### config.mk
export PLATFORM = sky130hd
export DESIGN_NAME = lbod_core
export DESIGN_NICKNAME = d
export VERILOG_FILES = /design/src/hw/lbod_pkg.sv /design/src/hw/lbod_core.sv
export SDC_FILE = /design/constraint.sdc
export NUM_CORES = 1
export LEC_CHECK = 0
export BUFFER_PORTS_ARGS = -buffer_cell sky130_fd_sc_hd__buf_2
export CORE_ASPECT_RATIO = 0.75
export CORE_UTILIZATION = 55
export DETAILED_ROUTE_END_ITERATION = 12
export GPL_TIMING_DRIVEN = 0
export HOLD_SLACK_MARGIN = 0.12
export PLACE_DENSITY = 0.88
export SKIP_CTS_REPAIR_TIMING = 1
export SYNTH_ARGS = -nofsm -noshare
export SYNTH_HDL_FRONTEND = slang
export SYNTH_SLANG_ARGS = --single-unit
### constraint.sdc
create_clock -name SYS_CLK -period 3.31 [get_ports SYS_CLK]
set_input_delay 0.1655 -clock SYS_CLK [delete_from_list [all_inputs] [get_ports SYS_CLK]]
set_output_delay 0.1655 -clock SYS_CLK [all_outputs]
set_load 0.005 [all_outputs]
### src/hw/lbod_pkg.sv
/*
  Shared constants and types for the logic and bit-operation datapath.
  Assumes an 8-bit core whose decoder presents one instruction per clock.
*/
`default_nettype none

package lbod_pkg;
  localparam int DW = 8;
  localparam int NIB = 4;
  localparam logic [7:0] BYTE_ZERO = 8'h00;
  localparam logic [7:0] BYTE_ONE = 8'h01;
  localparam logic [7:0] BIT_MEM_LAST = 8'h3f;
  localparam logic IO_SEL_DATA = 1'b0;
  localparam logic IO_SEL_DIR = 1'b1;

  // instruction codes presented by the decoder
  typedef enum logic [4:0] {
    OP_NOP    = 5'b00000,
    OP_AND_AI = 5'b00001,
    OP_AND_AM = 5'b00010,
    OP_AND_MA = 5'b00011,
    OP_OR_AI  = 5'b00100,
    OP_OR_AM  = 5'b00101,
    OP_OR_MA  = 5'b00110,
    OP_XOR_AI = 5'b00111,
    OP_XOR_AM = 5'b01000,
    OP_XOR_MA = 5'b01001,
    OP_XOR_IO = 5'b01010,
    OP_NOT_A  = 5'b01011,
    OP_NOT_M  = 5'b01100,
    OP_NEG_A  = 5'b01101,
    OP_NEG_M  = 5'b01110,
    OP_CMP_AM = 5'b01111,
    OP_CMP_MA = 5'b10000,
    OP_CLR_IO = 5'b10001,
    OP_SET_IO = 5'b10010,
    OP_SWAPC  = 5'b10011,
    OP_CLR_M  = 5'b10100,
    OP_SET_M  = 5'b10101
  } lbod_op_t;

  // whole state of the datapath
  typedef struct packed {
    logic [7:0] acc;
    logic z;
    logic c;
    logic ac;
    logic ov;
    logic [7:0] pa;
    logic [7:0] dir;
    logic [7:0] oe_n;
    logic mem_we;
    logic [7:0] mem_addr;
    logic [7:0] mem_wdata;
    logic addr_err;
  } lbod_state_t;
endpackage

`default_nettype wire

### src/hw/lbod_core.sv
/*
  Logic and bit-operation execution datapath of an 8-bit single-cycle core.
  Assumes the decoder drives one opcode per clock with its memory operand
  already read, and that the memory takes MEM_WE writes one cycle later.
*/
// What this block does
// - and accumulator with immediate or memory byte
// - or accumulator with operand, zero only
// - xor accumulator with operand, zero only
// - xor accumulator into io register, no flags
// - invert accumulator or memory, zero only
// - negate accumulator or memory, zero only
// - compare accumulator minus memory sets flags
// - compare memory minus accumulator sets flags
// - borrow on compare sets carry
// - clear one io bit, flags kept
// - set one io bit, flags kept
// - bit exchange swaps io bit with carry
// - output bit takes old carry on exchange
// - input pin loads carry on exchange
// - direction bit one makes pin output
// - clear one memory bit, flags kept
// - set one memory bit, flags kept
// - memory bit ops only below 0x40
// - zero flag follows result equal zero
`default_nettype none

module lbod_core (
  input wire logic SYS_CLK,
  input wire logic RST,
  input wire logic [4:0] OP_CODE,
  input wire logic [7:0] OP_IMM,
  input wire logic [2:0] OP_BIT,
  input wire logic IO_SEL,
  input wire logic [7:0] MEM_ADDR,
  input wire logic [7:0] MEM_RDATA,
  input wire logic ACC_LOAD,
  input wire logic [7:0] ACC_LOAD_DATA,
  input wire logic [7:0] PA_IN,
  output logic [7:0] ACC,
  output logic FLAG_Z,
  output logic FLAG_C,
  output logic FLAG_AC,
  output logic FLAG_OV,
  output logic [7:0] PA_OUT,
  output logic [7:0] PA_DIR,
  output logic [7:0] PA_OE_N,
  output logic MEM_WE,
  output logic [7:0] MEM_WADDR,
  output logic [7:0] MEM_WDATA,
  output logic BIT_ADDR_ERR
);
  lbod_pkg::lbod_state_t s_reg;
  lbod_pkg::lbod_state_t s_next;
  lbod_pkg::lbod_op_t op;
  logic [7:0] mask;
  logic [7:0] io_val;

  // flags of x minus y as {z, c, ac, ov}; carry and half carry mean borrow
  function automatic logic [3:0] sub_flags(input logic [7:0] x, input logic [7:0] y);
    logic [8:0] d;
    logic hb;
    logic z;
    logic ov;
    d = {1'b0, x} - {1'b0, y};
    hb = (x[lbod_pkg::NIB-1:0] < y[lbod_pkg::NIB-1:0]);
    z = (d[7:0] == lbod_pkg::BYTE_ZERO);
    ov = (x[7] != y[7]) && (d[7] != x[7]);
    return {z, d[8], hb, ov};
  endfunction

  assign op = lbod_pkg::lbod_op_t'(OP_CODE);
  assign mask = lbod_pkg::BYTE_ONE << OP_BIT;
  assign io_val = (IO_SEL == lbod_pkg::IO_SEL_DIR) ? s_reg.dir : s_reg.pa;

  // next state: every instruction completes in this single evaluation
  always_comb
  begin
    logic [7:0] r;
    r = lbod_pkg::BYTE_ZERO;
    s_next = s_reg;
    s_next.mem_we = 1'b0; // write strobe is a one-cycle pulse
    s_next.addr_err = 1'b0;
    unique case (op)
      lbod_pkg::OP_NOP:
      begin
        // other units may load the accumulator only in an idle slot
        if (ACC_LOAD)
        begin
          s_next.acc = ACC_LOAD_DATA;
        end
      end
      lbod_pkg::OP_AND_AI, lbod_pkg::OP_AND_AM, lbod_pkg::OP_AND_MA:
      begin
        r = s_reg.acc & ((op == lbod_pkg::OP_AND_AI) ? OP_IMM : MEM_RDATA);
        s_next.z = (r == lbod_pkg::BYTE_ZERO);
        if (op == lbod_pkg::OP_AND_MA)
        begin
          s_next.mem_we = 1'b1;
          s_next.mem_addr = MEM_ADDR;
          s_next.mem_wdata = r;
        end
        else
        begin
          s_next.acc = r;
        end
      end
      lbod_pkg::OP_OR_AI, lbod_pkg::OP_OR_AM, lbod_pkg::OP_OR_MA:
      begin
        r = s_reg.acc | ((op == lbod_pkg::OP_OR_AI) ? OP_IMM : MEM_RDATA);
        s_next.z = (r == lbod_pkg::BYTE_ZERO);
        if (op == lbod_pkg::OP_OR_MA)
        begin
          s_next.mem_we = 1'b1;
          s_next.mem_addr = MEM_ADDR;
          s_next.mem_wdata = r;
        end
        else
        begin
          s_next.acc = r;
        end
      end
      lbod_pkg::OP_XOR_AI, lbod_pkg::OP_XOR_AM, lbod_pkg::OP_XOR_MA:
      begin
        r = s_reg.acc ^ ((op == lbod_pkg::OP_XOR_AI) ? OP_IMM : MEM_RDATA);
        s_next.z = (r == lbod_pkg::BYTE_ZERO);
        if (op == lbod_pkg::OP_XOR_MA)
        begin
          s_next.mem_we = 1'b1;
          s_next.mem_addr = MEM_ADDR;
          s_next.mem_wdata = r;
        end
        else
        begin
          s_next.acc = r;
        end
      end
      lbod_pkg::OP_XOR_IO, lbod_pkg::OP_CLR_IO, lbod_pkg::OP_SET_IO:
      begin
        if (op == lbod_pkg::OP_XOR_IO)
        begin
          r = s_reg.acc ^ io_val;
        end
        else if (op == lbod_pkg::OP_CLR_IO)
        begin
          r = io_val & ~mask;
        end
        else
        begin
          r = io_val | mask;
        end
        // a write to the direction register also retimes the enables
        if (IO_SEL == lbod_pkg::IO_SEL_DIR)
        begin
          s_next.dir = r;
          s_next.oe_n = ~r;
        end
        else
        begin
          s_next.pa = r;
        end
      end
      lbod_pkg::OP_NOT_A, lbod_pkg::OP_NEG_A:
      begin
        r = (op == lbod_pkg::OP_NOT_A) ? ~s_reg.acc : -s_reg.acc;
        s_next.acc = r;
        s_next.z = (r == lbod_pkg::BYTE_ZERO);
      end
      lbod_pkg::OP_NOT_M, lbod_pkg::OP_NEG_M:
      begin
        r = (op == lbod_pkg::OP_NOT_M) ? ~MEM_RDATA : -MEM_RDATA;
        s_next.z = (r == lbod_pkg::BYTE_ZERO);
        s_next.mem_we = 1'b1;
        s_next.mem_addr = MEM_ADDR;
        s_next.mem_wdata = r;
      end
      lbod_pkg::OP_CMP_AM:
      begin
        // only the flags move; no data write is issued
        {s_next.z, s_next.c, s_next.ac, s_next.ov} = sub_flags(s_reg.acc, MEM_RDATA);
      end
      lbod_pkg::OP_CMP_MA:
      begin
        {s_next.z, s_next.c, s_next.ac, s_next.ov} = sub_flags(MEM_RDATA, s_reg.acc);
      end
      lbod_pkg::OP_SWAPC:
      begin
        // the latch always takes old carry; carry source depends on direction
        s_next.pa = (s_reg.pa & ~mask) | (s_reg.c ? mask : lbod_pkg::BYTE_ZERO);
        if ((s_reg.dir & mask) != lbod_pkg::BYTE_ZERO)
        begin
          s_next.c = ((s_reg.pa & mask) != lbod_pkg::BYTE_ZERO);
        end
        else
        begin
          s_next.c = ((PA_IN & mask) != lbod_pkg::BYTE_ZERO);
        end
      end
      lbod_pkg::OP_CLR_M, lbod_pkg::OP_SET_M:
      begin
        // out-of-range bit ops are dropped so no stray byte is corrupted
        if (MEM_ADDR > lbod_pkg::BIT_MEM_LAST)
        begin
          s_next.addr_err = 1'b1;
        end
        else
        begin
          s_next.mem_we = 1'b1;
          s_next.mem_addr = MEM_ADDR;
          if (op == lbod_pkg::OP_CLR_M)
          begin
            s_next.mem_wdata = MEM_RDATA & ~mask;
          end
          else
          begin
            s_next.mem_wdata = MEM_RDATA | mask;
          end
        end
      end
      default:
      begin
        s_next = s_reg;
        s_next.mem_we = 1'b0;
        s_next.addr_err = 1'b0;
      end
    endcase
  end

  // single register stage; results visible next instruction
  always_ff @(posedge SYS_CLK or posedge RST)
  begin
    if (RST)
    begin
      s_reg <= '{acc: lbod_pkg::BYTE_ZERO, z: 1'b0, c: 1'b0, ac: 1'b0, ov: 1'b0,
                 pa: lbod_pkg::BYTE_ZERO, dir: lbod_pkg::BYTE_ZERO, oe_n: ~lbod_pkg::BYTE_ZERO,
                 mem_we: 1'b0, mem_addr: lbod_pkg::BYTE_ZERO, mem_wdata: lbod_pkg::BYTE_ZERO,
                 addr_err: 1'b0};
    end
    else
    begin
      s_reg <= s_next;
    end
  end

  // outputs straight from the state flops
  assign ACC = s_reg.acc;
  assign FLAG_Z = s_reg.z;
  assign FLAG_C = s_reg.c;
  assign FLAG_AC = s_reg.ac;
  assign FLAG_OV = s_reg.ov;
  assign PA_OUT = s_reg.pa;
  assign PA_DIR = s_reg.dir;
  assign PA_OE_N = s_reg.oe_n;
  assign MEM_WE = s_reg.mem_we;
  assign MEM_WADDR = s_reg.mem_addr;
  assign MEM_WDATA = s_reg.mem_wdata;
  assign BIT_ADDR_ERR = s_reg.addr_err;
endmodule

`default_nettype wire

---- Yosys cells after proc, flatten, opt, wreduce, memory -nomap -nowiden ----
Index checks and enable logic that the tools add are counted.
word-level totals
  bits in read-only memories .............. 0
  logic and storage cells ................. 130
  memories kept ........................... 0
  register bits ........................... 54
  input bits .............................. 52
  output and inout port bits .............. 54
  memory bits (writable) .................. 0
  bits in latches ......................... 0
cells by class
  multiply operators ...................... 0
  bitwise logic cells ..................... 17
  shift operators ......................... 1
  equal/unequal tests ..................... 34
  $lt $le $gt $ge ......................... 3
  reductions and logical operators ........ 30
  div/mod/pow operators ................... 0
  multiplexer cells ....................... 29
  add/sub/neg operators ................... 4
operators by type and width
  operator             number
  $mux 8               16
  $pmux 17 s5          1
  $mux 17              4
  $and 8x8->8          7
  $logic_not 8->1      7
  $eq 5x4->1 const B   8
  $pmux 8 s5           1
  $not 8->8            4
  $or 8x8->8           4
  $eq 5x5->1 const B   6
  $reduce_bool 8->1    3
  $eq 5x3->1 const B   4
  $ne 2x2->1 const B   9
  $sub 8x8->9          2
  $neg 8->8            2
  $pmux 8 s2           1
  $xor 8x8->8          2
  $reduce_or 3->1      4
  $eq 5x2->1 const B   2
  $reduce_and 5->1     2
  $reduce_bool 5->1    2
  $gt 8x6->1 const B   1
  $lt 4x4->1           2
  $shl 1x3->8 const A  1
  13 further kinds     23

---- Logic depth before layout (Yosys ltp) ----
  word-level depth ........................ 8
  depth in mapped cells ................... 10
  depth with buffers taken out ............ 9

---- Least setup slack after synthesis ----
OpenSTA, ideal clock, no wires.
  path kind ............................... reg-to-reg
  from .................................... register s_reg, in the netlist ACC[1]
  to ...................................... register s_reg, in the netlist FLAG_Z
  data arrival time ....................... 2.274 ns
  buffers on the path ..................... 1
  period minus slack after synthesis ...... 2.355 ns
  library setup time ...................... 0.082 ns
  data required time ...................... 3.228 ns
  cell stages (with the launch flop) ...... 9
  setup slack ............................. 0.955 ns
  cells stage by stage .................... dfrtp_1 -> clkbuf_1 -> inv_1 -> ha_1 -> or3_1 -> a221o_1 -> a2111oi_0 -> a31oi_1 -> a31oi_1
between the ends
  word-level cells in the longest chain between the ends .. 4
  elaborated cells on any way between the ends .. 15
  classes of those cells .................. 3 x add/sub; 2 x mux; 4 x bitwise; 6 x reduce/logical
ends and longest elaborated chain
  what                                    line              RTL
  start, declared                         lbod_core.sv:53   lbod_pkg::lbod_state_t s_reg;
  start signal, assigned                  lbod_core.sv:234  s_reg <= '{acc: lbod_pkg::BYTE_ZERO, z: 1'b0, c: 1'b0, ac: 1'b0, ov: 1'b0,
  start signal, assigned                  lbod_core.sv:241  s_reg <= s_next;
  $neg 8->8 or $not 8->8 (tied branches)  lbod_core.sv:165  r = (op == lbod_pkg::OP_NOT_A) ? ~s_reg.acc : -s_reg.acc;
  $mux 8                                  lbod_core.sv:165
  $logic_not 8->1                         lbod_core.sv:167  s_next.z = (r == lbod_pkg::BYTE_ZERO);
  $pmux 1 s7 (*)                          lbod_core.sv:84   unique case (op)
Every way passes the cells marked *; elsewhere a longest branch is shown, timed or not.
A chain may end at the register's enable or synchronous reset.

---- Worst setup path in the final report ----
  from .................................... register s_reg, in the netlist ACC[1]
  to ...................................... register s_reg, in the netlist FLAG_C
between the ends
  word-level cells in the longest chain between the ends .. 2
  elaborated cells on any way between the ends .. 3
  classes of those cells .................. 2 x add/sub; 1 x mux
ends and longest elaborated chain
  what            line             RTL
  $sub 8x8->9     lbod_core.sv:65  d = {1'b0, x} - {1'b0, y};
  $pmux 1 s3 (*)  lbod_core.sv:84
Marked as above.

==> results.toml <==
[run_status]
run_status = "finished, final reports clean"

[power_and_ir_drop]
power_switching_w = 0.00140
vdd_drop_max_v = 0.000319
internal-power_w = 0.00182
p_sw_share_pct = 43.4
clock_power_share_pct = 20.5
p_seq_share_pct = 32.3
leakage_nw = 2.53
power_frac_comb_pct = 47.2
p_per_area_nw_per_um2 = 518

[clock_tree]
cts-root-buf = "clkbuf_16"
max-clock-path-buffers = 2
insertion_delay_ns = 0.31
clk_pin_slew_worst_paths_ns = 0.09
numClockSinks = 54
ctsHtreeMaxLevel = 2
tritoncts = "built"
cts_made_buffers = 5

[floorplanning]
ios = 106
core.rowCount = 30
design.die.area_um2 = 9970
die_w_um = 115
area_of_the_core_um2 = 9160
floorplan.die.height_um = 86.7
start_util_pct = 57.5

[synth]
synth.cell_area_um2 = 5270
synth_warnings = 0
post_synth_top_area_share_pct = 21.9
most_area_hungry_cell_type_in_the_yosys_netlist = "dfrtp_1"
ys_seq_elements = 54
synth_sequential_area_ratio_pct = 25.9
number_of_enable_flip_flop_cells_after_synthesis = 0
synth_commonest_cells = "78 x nand2_1, 62 x nor2_1, 53 x o21ai_0, 48 x a21oi_1, 46 x dfrtp_1"
synth_async_sr_flop_share_pct = 100
synth_area_per_cell_um2 = 7.49
ys_top_cells_by_area = "dfrtp_1 22%, nand2_1 5.6%, o21ai_0 5.0%"
synthFlopType = "dfrtp_1"
post_synth_num_cell_types = 72
yosys.cell_count.top_type = "nand2_1"
syn-num-nets = 773
synth_cells = 703

[timing]
timing_hold_violations_final = 0
max_freq_mhz = 311
clock-skew-final_ns = 0.0147
setup_total_negative_slack_ns = 0
grt_setup_unrepaired = "no"
final_min_period_over_clock_period_pct = 97.1
maxSlewViolCount = 0
tightestPinTransition_ns = 1.30
setup_viol = 0
slew-limit-headroom_pct = 12.0
min_period_ns = 3.21

[layout]
final_area_um2 = 6210
final_nets = 891
multi_input_comb_area_um2 = 3570
area_delta_synth_final_pct = 18.0
drive_above_1_share_pct = 19.3
diodes = 0
regArea_um2 = 1360
fillers = 780

[placement]
portBuffers = 105
place.gp.congestion = 1.04
postPlaceCellArea_um2 = 5980
dpl.hpwl_um = 17700

[critical_path]
critPathMaxFanout = 10
worst-endpoint-arrival_ns = 3.38
critPathKind = "flop to flop"
critPathRequiredTime_ns = 3.48
endpoint_kind = "flop"
crit_path_start_kind = "flop"

[global_routing]
grt_start_max_net_pins = 31
overflow = 0
first_global_vias = 5784
initial_antenna_violation_count = 0
grt_use_total_pct = 44.5
grt_first_pass_wirelength_um = 32600

[detailed_routing]
drtAntennaViolNets = 0
avgViaCountPerCell = 6.96
wirelength_um = 22900
routed_wire_per_std_cell_um = 24.1
vias = 6616
drt_iter0_markers = 1100
route.detailed.drc = 0
detailedRoute.firstPassIterationCount = 6

[run]
max_cap_violations = 0

[worst_hold_path]
hold_path.class = "input port to flop"
power groups by stage:
stage / logic, W / registers (W) / clock network, W
2_1_floorplan: 0.000884 / 0.00101 / 0
3_3_place_gp: 0.00137 / 0.00102 / 0
3_5_place_dp: 0.00143 / 0.00104 / 0
4_1_cts: 0.00144 / 0.00102 / 0.000643
5_1_grt: 0.00162 / 0.00106 / 0.000667
6_report: 0.00152 / 0.00104 / 0.000660
cell type report:
type	instances	area share [%]
inverters	33	1.99
clock inverters	3	0.765
plain buffers	49	3.52
multi-input cells	567	57.5
clock buffers	5	2.01
well taps	128	2.58
flip-flops and latches	54	21.9
repair buffers	111	9.70
per-layer routing:
metal  wire, µm  share of wire [%]  global-route usage [%]
met2       9350                 41                    62.9
met5          0                  0                       0
met4        699                3.1                    13.9
met1       9160                 40                    63.3
met3       3680                 16                    15.0
cell families (layout without fill, tap and decap cells):
family          count (synthesis)  after routing  share of synthesized area [%]
fa+ha+maj                      19             19                           4.49
simple gates                  272            272                           26.2
buf+inv                        82            201                           6.49
flops                          54             54                           25.9
mux                            24             24                           4.75
compound gates                226            226                           27.9
xor+xnor                       26             26                           4.33
worst max-delay path, cell delays in order (launching register included):
cell      delay [ns]
dfrtp_1         0.41
clkbuf_1        0.46
inv_1           0.23
ha_1            0.26
nor2_1          0.11
a21oi_1         0.10
o21ai_0         0.56
a21oi_1         0.28
a211o_1         0.42
o211ai_1        0.25
through the flow:
stage               power [W]  cells  setup slack (ns)  util [%]  hold WS, ns
floorplan             0.00190    703             0.955         -        0.317
finish                0.00322    950            0.0962      67.9       0.0974
detailed placement    0.00247    937            -0.104      65.3        0.331
CTS                   0.00311    945            -0.112      67.2      0.00667
global route          0.00334    950            0.0860      67.9        0.110
global placement      0.00239    936           -0.0375      65.0        0.401
cells in the final DEF, fill, tap and decap left out, types with 5 or more instances in the layout:
| master | n |
|---|---|
| a211oi_1 | 8 |
| inv_1 | 31 |
| dfstp_2 | 8 |
| o22ai_1 | 19 |
| nand2b_1 | 9 |
| or4_1 | 7 |
| nand2_1 | 78 |
| buf_2 | 117 |
| o211ai_1 | 8 |
| nor2b_1 | 19 |
| nand4_1 | 10 |
| nor3_1 | 16 |
| o21ai_0 | 52 |
| xor2_1 | 6 |
| ha_1 | 18 |
| a221oi_1 | 11 |
| dlygate4sd3_1 | 5 |
| xnor2_1 | 20 |
| nand3b_1 | 7 |
| clkbuf_1 | 30 |
| nor2_1 | 62 |
| mux2_2 | 8 |
| mux2i_1 | 16 |
| a22oi_1 | 14 |
| o21a_1 | 9 |
| or3_1 | 8 |
| dfrtp_1 | 46 |
| o21ai_1 | 6 |
| nor4_1 | 8 |
| clkbuf_16 | 5 |
| a31oi_1 | 11 |
| nand3_1 | 23 |
| a21oi_1 | 48 |
worst paths after layout:
kind,startpoint,to,slack (ns),cells past startpoint
max in group asynchronous,RST,PA_OE_N[2],2.09,4
worst min register to register,FLAG_OV,FLAG_OV,0.50,2
min in group asynchronous,RST,MEM_WADDR[4],0.55,3
worst min-delay path,MEM_ADDR[1],MEM_WADDR[1],0.1,2
worst max register to register,ACC[1],FLAG_C,0.1,9
worst max-delay path,ACC[1],FLAG_C,0.1,9
Note: power is estimated with default switching activity, not from simulation.
